**config.mk**
```make
export PLATFORM = sky130hd
export DESIGN_NAME = lsic_top
export DESIGN_NICKNAME = d
export VERILOG_FILES = /design/src/rtl/lsic_top.v /design/src/rtl/lsic_sync3.v
export VERILOG_INCLUDE_DIRS = /design/src /design/src/include
export SDC_FILE = /design/constraint.sdc
export NUM_CORES = 1
export LEC_CHECK = 0
export BUFFER_PORTS_ARGS = -buffer_cell sky130_fd_sc_hd__buf_2
export CORE_ASPECT_RATIO = 2
export CORE_MARGIN = 1
export CORE_UTILIZATION = 40
export CTS_CLUSTER_SIZE = 16
export DETAILED_ROUTE_END_ITERATION = 8
export RECOVER_POWER = 50
export SLEW_MARGIN = 20
export SYNTH_ARGS = -nofsm -noshare
export SYNTH_HDL_FRONTEND = slang
export SYNTH_HIERARCHICAL = 1
export SYNTH_SLANG_ARGS = --single-unit
```
**constraint.sdc**
```tcl
create_clock -name clk -period 3.45 [get_ports clk]
set_input_delay 0.69 -clock clk [delete_from_list [all_inputs] [get_ports clk]]
set_output_delay 0.69 -clock clk [all_outputs]
set_load 0.01 [all_outputs]
```
**src/include/lsic_map.vh**
```
// Constants for the link sync input control block
`ifndef LSIC_MAP_VH
`define LSIC_MAP_VH
// ****************************************
// Encodings
// ****************************************
`define LSIC_SEL_PIN      1'h0
`define LSIC_SEL_DIFF     1'h1
`define LSIC_CODE_8B10B   1'h0
`define LSIC_CODE_64B66B  1'h1
`define LSIC_RST_SYNC     3'h7
`define LSIC_RST_ZERO     1'h0
// ****************************************
// Link states, one-hot
// ****************************************
`define LSIC_ST_CGS       4'h1
`define LSIC_ST_ILAS      4'h2
`define LSIC_ST_DATA      4'h4
`define LSIC_ST_IDLE      4'h8
`define LSIC_ILAS_LEN     8'h04
`define LSIC_CNT_ZERO     8'h00
`define LSIC_CNT_ONE      8'h01
`endif

```
**src/rtl/lsic_top.v**
```verilog
// Link sync request input control and readback pin drive
`timescale 1ns/1ps
// Contract
// - Readback pin floats except during reads and for four clocks after reset release
// - Select 0 uses single-ended sync pin
// - 64b/66b ignores sync; NCO align only
// - Low sync request starts code group sync
// - Sync release high starts lane alignment
// - Select 1 uses differential timestamp pair
module lsic_top #(
	parameter ILAS_LEN = 8
) (
	// Clock and reset
	input  wire       clk,
	input  wire       arst_n,
	// Serial readback
	input  wire       spi_read_active,
	input  wire       spi_read_data,
	output reg        sdo_out,
	output reg        sdo_oe_n,
	// Sync request sources, active low
	input  wire       sync_pin_n,
	input  wire       timestamp_diff_pair,
	// Configuration
	input  wire       sync_sel,
	input  wire       code_64b66b,
	input  wire       nco_sync_enable,
	// Link control
	output reg        send_cgs,
	output reg        send_ilas,
	output reg        send_data,
	output reg        nco_sync_pulse
);
`include "lsic_map.vh"
// ****************************************
// Input synchronisers
// ****************************************
wire pin_lvl;
wire diff_lvl;
lsic_sync3 u_sync_pin (
	.clk     (clk),
	.arst_n  (arst_n),
	.pin     (sync_pin_n),
	.level_q (pin_lvl)
);
lsic_sync3 u_sync_diff (
	.clk     (clk),
	.arst_n  (arst_n),
	.pin     (timestamp_diff_pair),
	.level_q (diff_lvl)
);
wire rd_act;
wire rd_dat;
lsic_sync3 u_sync_rd (
	.clk     (clk),
	.arst_n  (arst_n),
	.pin     (spi_read_active),
	.level_q (rd_act)
);
lsic_sync3 u_sync_rdd (
	.clk     (clk),
	.arst_n  (arst_n),
	.pin     (spi_read_data),
	.level_q (rd_dat)
);
// ****************************************
// Source selection
// ****************************************
wire req_n;
assign req_n = (sync_sel == `LSIC_SEL_DIFF) ? diff_lvl : pin_lvl;
reg  req_n_q;
// ****************************************
// Link state machine
// ****************************************
reg  [3:0] state_q;
reg  [3:0] state_d;
reg  [7:0] cnt_q;
reg  [7:0] cnt_d;
// Length kept short; ILAS multiframe count is a parameter
wire [7:0] ilas_len = ILAS_LEN[7:0];
always @* begin
	state_d = state_q;
	cnt_d   = cnt_q;
	case (state_q)
	`LSIC_ST_IDLE: begin
		if (code_64b66b == `LSIC_CODE_64B66B) begin
			state_d = `LSIC_ST_DATA;
		end else if (!req_n) begin
			state_d = `LSIC_ST_CGS;
		end
	end
	`LSIC_ST_CGS: begin
		if (code_64b66b == `LSIC_CODE_64B66B) begin
			state_d = `LSIC_ST_DATA;
		end else if (req_n) begin
			state_d = `LSIC_ST_ILAS;
			cnt_d   = `LSIC_CNT_ZERO;
		end
	end
	`LSIC_ST_ILAS: begin
		if (code_64b66b == `LSIC_CODE_64B66B) begin
			state_d = `LSIC_ST_DATA;
		end else if (!req_n) begin
			state_d = `LSIC_ST_CGS;
		end else if (cnt_q == ilas_len - `LSIC_CNT_ONE) begin
			state_d = `LSIC_ST_DATA;
		end else begin
			cnt_d = cnt_q + `LSIC_CNT_ONE;
		end
	end
	`LSIC_ST_DATA: begin
		// In 8b/10b a resync request drops sample data at once
		if ((code_64b66b == `LSIC_CODE_8B10B) && !req_n) begin
			state_d = `LSIC_ST_CGS;
		end
	end
	default: begin
		state_d = `LSIC_ST_IDLE;
	end
	endcase
end
always @(posedge clk or negedge arst_n) begin
	if (!arst_n) begin
		state_q        <= `LSIC_ST_IDLE;
		cnt_q          <= `LSIC_CNT_ZERO;
		req_n_q        <= 1'b1;
		send_cgs       <= `LSIC_RST_ZERO;
		send_ilas      <= `LSIC_RST_ZERO;
		send_data      <= `LSIC_RST_ZERO;
		nco_sync_pulse <= `LSIC_RST_ZERO;
		sdo_out        <= `LSIC_RST_ZERO;
		sdo_oe_n       <= 1'b1;
	end else begin
		state_q   <= state_d;
		cnt_q     <= cnt_d;
		req_n_q   <= req_n;
		send_cgs  <= (state_d == `LSIC_ST_CGS);
		send_ilas <= (state_d == `LSIC_ST_ILAS);
		send_data <= (state_d == `LSIC_ST_DATA);
		// Falling request edge aligns NCOs in 64b/66b only
		nco_sync_pulse <= (code_64b66b == `LSIC_CODE_64B66B) && nco_sync_enable
			&& req_n_q && !req_n;
		sdo_oe_n <= !rd_act;
		sdo_out  <= rd_act ? rd_dat : `LSIC_RST_ZERO;
	end
end
endmodule // lsic_top

```
**src/rtl/lsic_sync3.v**
```verilog
// Three-stage pin synchroniser with agreement filter
`timescale 1ns/1ps
module lsic_sync3 (
	// Clock and reset
	input  wire clk,
	input  wire arst_n,
	// Pin and result
	input  wire pin,
	output reg  level_q
);
`include "lsic_map.vh"
reg  [2:0] stage_q;
// Stage 0 is read only by stage 1
always @(posedge clk or negedge arst_n) begin
	if (!arst_n) begin
		stage_q <= `LSIC_RST_SYNC;
		level_q <= 1'b1;
	end else begin
		stage_q <= {stage_q[1:0], pin};
		if (stage_q[1] == stage_q[2]) begin
			level_q <= stage_q[2];
		end
	end
end
endmodule // lsic_sync3

```
# Yosys cells after proc, flatten, opt, wreduce, memory -nomap -nowiden
# Cells that the tools add are included.
word_totals:
  regBits: 35
  latch_bits: 0
  ramBits: 0
  mem_bits_ro: 0
  in_bits: 9
  output_inout_bits: 6
  wordCells: 61
  n_memories: 0
classes:
  addsub: 1
  mul: 0
  div_mod_pow: 0
  n_lt_le_gt_ge: 0
  eq_ne: 17
  shift: 0
  mux: 17
  bitwise_logic: 1
  reduce_logical: 8
op_table:
  columns: ["op", "n"]
  rows:
  - ["8-bit 2-to-1 mux", 5]
  - ["4-bit 2-to-1 mux", 8]
  - ["4-bit case mux with 4 select lines", 1]
  - ["8-bit case mux with 2 select lines", 1]
  - ["2-bit inequality test (second input constant)", 5]
  - ["8-bit by 1-bit adder with 8-bit output (second input constant)", 1]
  - ["4-bit by 1-bit == test with 1-bit output (second input constant)", 2]
  - ["4-bit by 2-bit == test with 1-bit output (second input constant)", 2]
  - ["4-bit by 3-bit == test with 1-bit output (second input constant)", 2]
  - ["8-bit by 3-bit == test with 1-bit output (second input constant)", 1]
  - ["6-bit AND reduction", 1]
  - ["1-bit == test", 4]
  - ["4-bit == test (second input constant)", 1]
  - ["1-bit logical AND", 4]
  - ["1-bit zero test", 2]
  - ["1-bit 2-to-1 mux", 2]
  - ["2-bit nonzero test", 1]
  - ["1-bit inverter", 1]

# Depth between registers and ports, before layout
depth:
  ltp_word: 6
  ltp_mapped: 5
  ltp_nobuf: 5

# Cells and area by module
# The synthesis kept the hierarchy.
modules_own_cells:
  columns: ["module", "n_inst", "cells_each", "area_each_um2", "seq_area_each_um2"]
  rows:
  - ["lsic_top", 1, 97, 1009.7, 479.2]
  - ["lsic_sync3", 4, 5, 116.4, 105.1]

# Worst setup path before layout
# Ideal clock, no wire load.
synth_path:
  path_kind: "input port to flip-flop"
  start: "input sync_sel"
  end: "register cnt_q[5]"
  arrival_ps: 1628
  required_time_ps: 3371
  path_slack_ps: 1742
  path_stages: 5
  path_buffers: 0
  path_cell_list: "mux2i_1 > inv_2 > nand3_2 > a2111oi_2 > mux2i_1"
synth_via:
  elab_chain_len: 3
  elab_cells_between_ends: 4
  cone_classes: "2 x eq/ne; 1 x mux; 1 x reduce/logical"
synth_rtl:
  columns: ["item", "line", "source"]
  rows:
  - ["start, declared", "lsic_top.v:25", "input wire sync_sel,"]
  - ["1-bit 2-to-1 mux *", "lsic_top.v:70", "assign req_n = (sync_sel == `LSIC_SEL_DIFF) ? diff_lvl : pin_lvl;"]
  - ["named net req_n", "lsic_top.v:69", "wire req_n;"]
  - ["2-bit inequality test (no line)", null, null]
  - ["6-bit AND reduction (no line) *", null, null]
  - ["end signal, assigned", "lsic_top.v:125", "cnt_q <= `LSIC_CNT_ZERO;"]
  - ["end signal, assigned", "lsic_top.v:135", "cnt_q <= cnt_d;"]
  - ["end, declared", "lsic_top.v:77", "reg [7:0] cnt_q;"]
# Mark *: on every way through the listed nets, which the timed path passes. The rest lies on a longest branch.
# A chain may end at the register's enable or synchronous reset.

# Final worst setup path
layout_path:
  start: "register state_q[0]"
  end: "register cnt_q[6]"
layout_via:
  elab_chain_len: 3
  elab_cells_between_ends: 10
  cone_classes: "7 x eq/ne; 1 x mux; 2 x reduce/logical"
layout_rtl:
  columns: ["item", "line", "source"]
  rows:
  - ["start, declared", "lsic_top.v:75", "reg [3:0] state_q;"]
  - ["start signal, assigned", "lsic_top.v:124", "state_q <= `LSIC_ST_IDLE;"]
  - ["start signal, assigned", "lsic_top.v:134", "state_q <= state_d;"]
  - ["4-bit by 2-bit == test with 1-bit output or 4-bit by 1-bit == test with 1-bit output (tied branches)", "lsic_top.v:84", "case (state_q)"]
  - ["2-bit inequality test (no line) or 2-bit nonzero test (tied branches)", null, null]
  - ["6-bit AND reduction (no line)", null, null]
# Parallel ways exist; a longest one is shown, timed or not.

==> impl_metrics.toml <==
[outcome]
status = "finished, violations left"
violations = "max-capacitance violations, max-slew violations"

[yosys]
synthMuxAreaShare_pct = 4.92
synth_flop_cell = "dfstp_2"
synth_cells = 117
synth_top_family_by_area = "simple AND/OR/NAND/NOR gates"
synth-simple-area-share_pct = 14.8
synth-seq-cells = 35
synth_seq_area_share_pct = 61.0
synth_edf_count = 0
synthAdderAreaFrac_pct = 3.90
syn_avg_cell_area_um2 = 12.6
syn_area_um2 = 1480
yosysUniqueCellTypes = 37
async_flop_share_pct = 100
synth_nets = 127
synth_compound_area_share_pct = 11.4
synth_xor_area_share_pct = 0.594
yosys_warnings = 6

[drt]
ant_nets = 0
vias_per_cell = 5.08
drc = 0
drt_iter0_drc = 26
dr.pass1.iters = 4
routed_wl_mm = 2.70
vias = 940
routedWlPerCell_um = 14.6

[power_and_ir_drop]
switching_share_pct = 28.4
switchingPower_uw = 286
p_leak_nw = 0.725
p_int_uw = 721
p_seq_share_pct = 51.3
irDropWorstVdd_uv = 218
power.density_nw_per_um2 = 597
p_comb_share_pct = 16.6
pwr-share-clk_pct = 32.1

[cts]
clk_pin_slew_worst_paths_ns = 0.07
cts_hold_buf = 0
cts_resized = 0
post_cts_buffers = 0
cts_tree = "done"
clockBufferDepth = 2
cts_root_buf = "clkbuf_8"
numCtsBuffers = 5
clock_sinks = 35
clk_latency_ns = 0.28
htreeDepth = 2

[timing]
tightest_slew_ns = 1.75
fin_crit_ns = 1.90
hold_viol_final = 0
period_share_pct = 55.0
rsz0062_at_grt = "false"
setup_viol = 0
fmax_mhz = 527
worst_clock_skew_ns = 0.00254
slew_headroom_pct = -16.6
drv_slew = 36
setup_tns_ns = 0

[floorplanning]
die_w_um = 44.9
core_um2 = 3450
die_area_um2 = 3950
boundaryPins = 15
die_h_um = 87.9
row_count = 30
initial_core_util_pct = 42.7

[finish]
area_growth_pct = 14.4
nNetsFinal = 146
multiInputGateArea_um2 = 522
fillers = 330
fin_util_pct = 48.9
drive_above_1_share_pct = 32.1
register_area_um2 = 900
diodes = 0

[setup_path]
max_stage_delay_ns = 0.53
r2r_cells = 4
critPathRequiredTime_ns = 3.60
path_class = "register to register"
critPathArrivalTime_ns = 2.04
cp-end-kind = "register"
start_kind = "register"
crit_path_top_delay_cell = "nor2b_1"
path_cells = "nor2b_1 > nor3_1 > o41ai_1 > a21oi_1"
crit_fanout = 9

[flow_run]
maxCapViolations = 1

[global_routing]
grt_usage_pct = 15.9
grt_pass1_wl_mm = 4.49
grt_max_degree = 36
grt_pass1_vias = 983
antenna_found_initial = 0
grt_overflow = 0

[placement]
dp_hpwl_mm = 1.96
place_congestion = 0.895
port_buffers = 14

[min_path]
min_path_type = "register to register"
min_path_cells = 0
## cell families after synthesis
logic type,count (synthesis)
and+or+nand+nor,36
DFF,35
AOI/OAI and AO/OA,22
buffers and inverters,11
muxes,7
adders and majority gates,5
xor gates and xnor gates,1
## per-stage QoR
stage	cells	cell area (µm²)	setup slack, ns	power [mW]	hold slack (ns)
floorplan	117	1480	1.74	0.649	0.345
global placement	177	1590	1.54	0.688	0.346
detailed placement	177	1590	1.42	0.693	0.347
CTS	185	1690	1.55	1.02	0.358
global route	185	1690	1.19	1.06	0.370
finish	185	1690	1.55	1.01	0.362
## Yosys cell counts, types with 2 or more instances
master / instances / area (µm²)
maj3_2: 4 / 45.0
and2_1: 2 / 12.5
o211ai_1: 2 / 15.0
nor2_1: 4 / 15.0
nand2_1: 7 / 26.3
dfstp_2: 19 / 499
o22ai_1: 2 / 12.5
o41ai_1: 2 / 17.5
o2111ai_1: 2 / 17.5
a21oi_1: 5 / 25.0
inv_1: 8 / 30.0
or3_1: 2 / 12.5
nor3_1: 4 / 20.0
and3_1: 2 / 12.5
nor2b_1: 3 / 18.8
nand3_1: 3 / 15.0
dfrtp_1: 16 / 400
mux2_2: 2 / 22.5
a211oi_1: 2 / 15.0
nand2b_1: 4 / 25.0
mux2i_1: 5 / 50.1
a2111oi_2: 2 / 30.0
## final timing paths
kind | endpoint | slack (ns) | startpoint
worst max-delay path | cnt_q[6] | 1.55 | state_q[0]
worst min-delay path | u_sync_rdd/stage_q[1] | 0.36 | u_sync_rdd/stage_q[0]
worst max register to register | cnt_q[6] | 1.55 | state_q[0]
worst min register to register | u_sync_rdd/stage_q[1] | 0.36 | u_sync_rdd/stage_q[0]
max in group asynchronous | sdo_out | 1.58 | arst_n
min in group asynchronous | send_ilas | 0.87 | arst_n
## worst max-delay path: cells and delay by family (launching register included)
| kind | cells | cell delay, ns |
|---|---|---|
| AO/OA/AOI/OAI | 2 | 0.56 |
| AND/OR/NAND/NOR | 2 | 0.70 |
| flip-flops | 1 | 0.51 |
## power groups by stage
stage	Sequential [mW]	Combinational (mW)	Clock [mW]
CTS	0.519	0.169	0.335
floorplan	0.511	0.138	0
global route	0.525	0.188	0.351
detailed placement	0.526	0.167	0
finish	0.517	0.167	0.324
global placement	0.525	0.163	0
## area by class of cell
class                           count  area share [%]
Clock inverter                      1           0.445
Inverter                            9            2.00
Multi-Input combinational cell     71            30.9
Clock buffer                        7            5.71
Sequential cell                    35            53.3
Timing Repair Buffer               14            4.08
Tap cell                           48            3.56
## cells in the final DEF (no fill, tap or decap), types with 5 or more instances in the layout
master / synthesis / final
dfrtp_1: 16 / 16
nand2_1: 7 / 7
buf_2: 1 / 13
inv_1: 8 / 8
dfstp_1: 0 / 6
mux2i_1: 5 / 5
a21oi_1: 5 / 5
clkbuf_8: 0 / 7
dfstp_2: 19 / 13
## flip-flops by register name (all words and copies together), names as in the netlist, 3 cells and up
register             cells
u_sync_pin/stage_q       3
u_sync_rd/stage_q        3
cnt_q                    8
state_q                  4
u_sync_diff/stage_q      3
u_sync_rdd/stage_q       3
## routing by layer
metal / vias to the layer above / GRT usage (%) / wire, µm
met4: 0 / 8.26 / 62
met3: 6 / 3.09 / 82
li1: 455 / - / -
met5: - / 0 / 0
met1: 460 / 16.2 / 1020
met2: 19 / 29.0 / 1540
No activity file was read; power rests on OpenSTA's default activity.
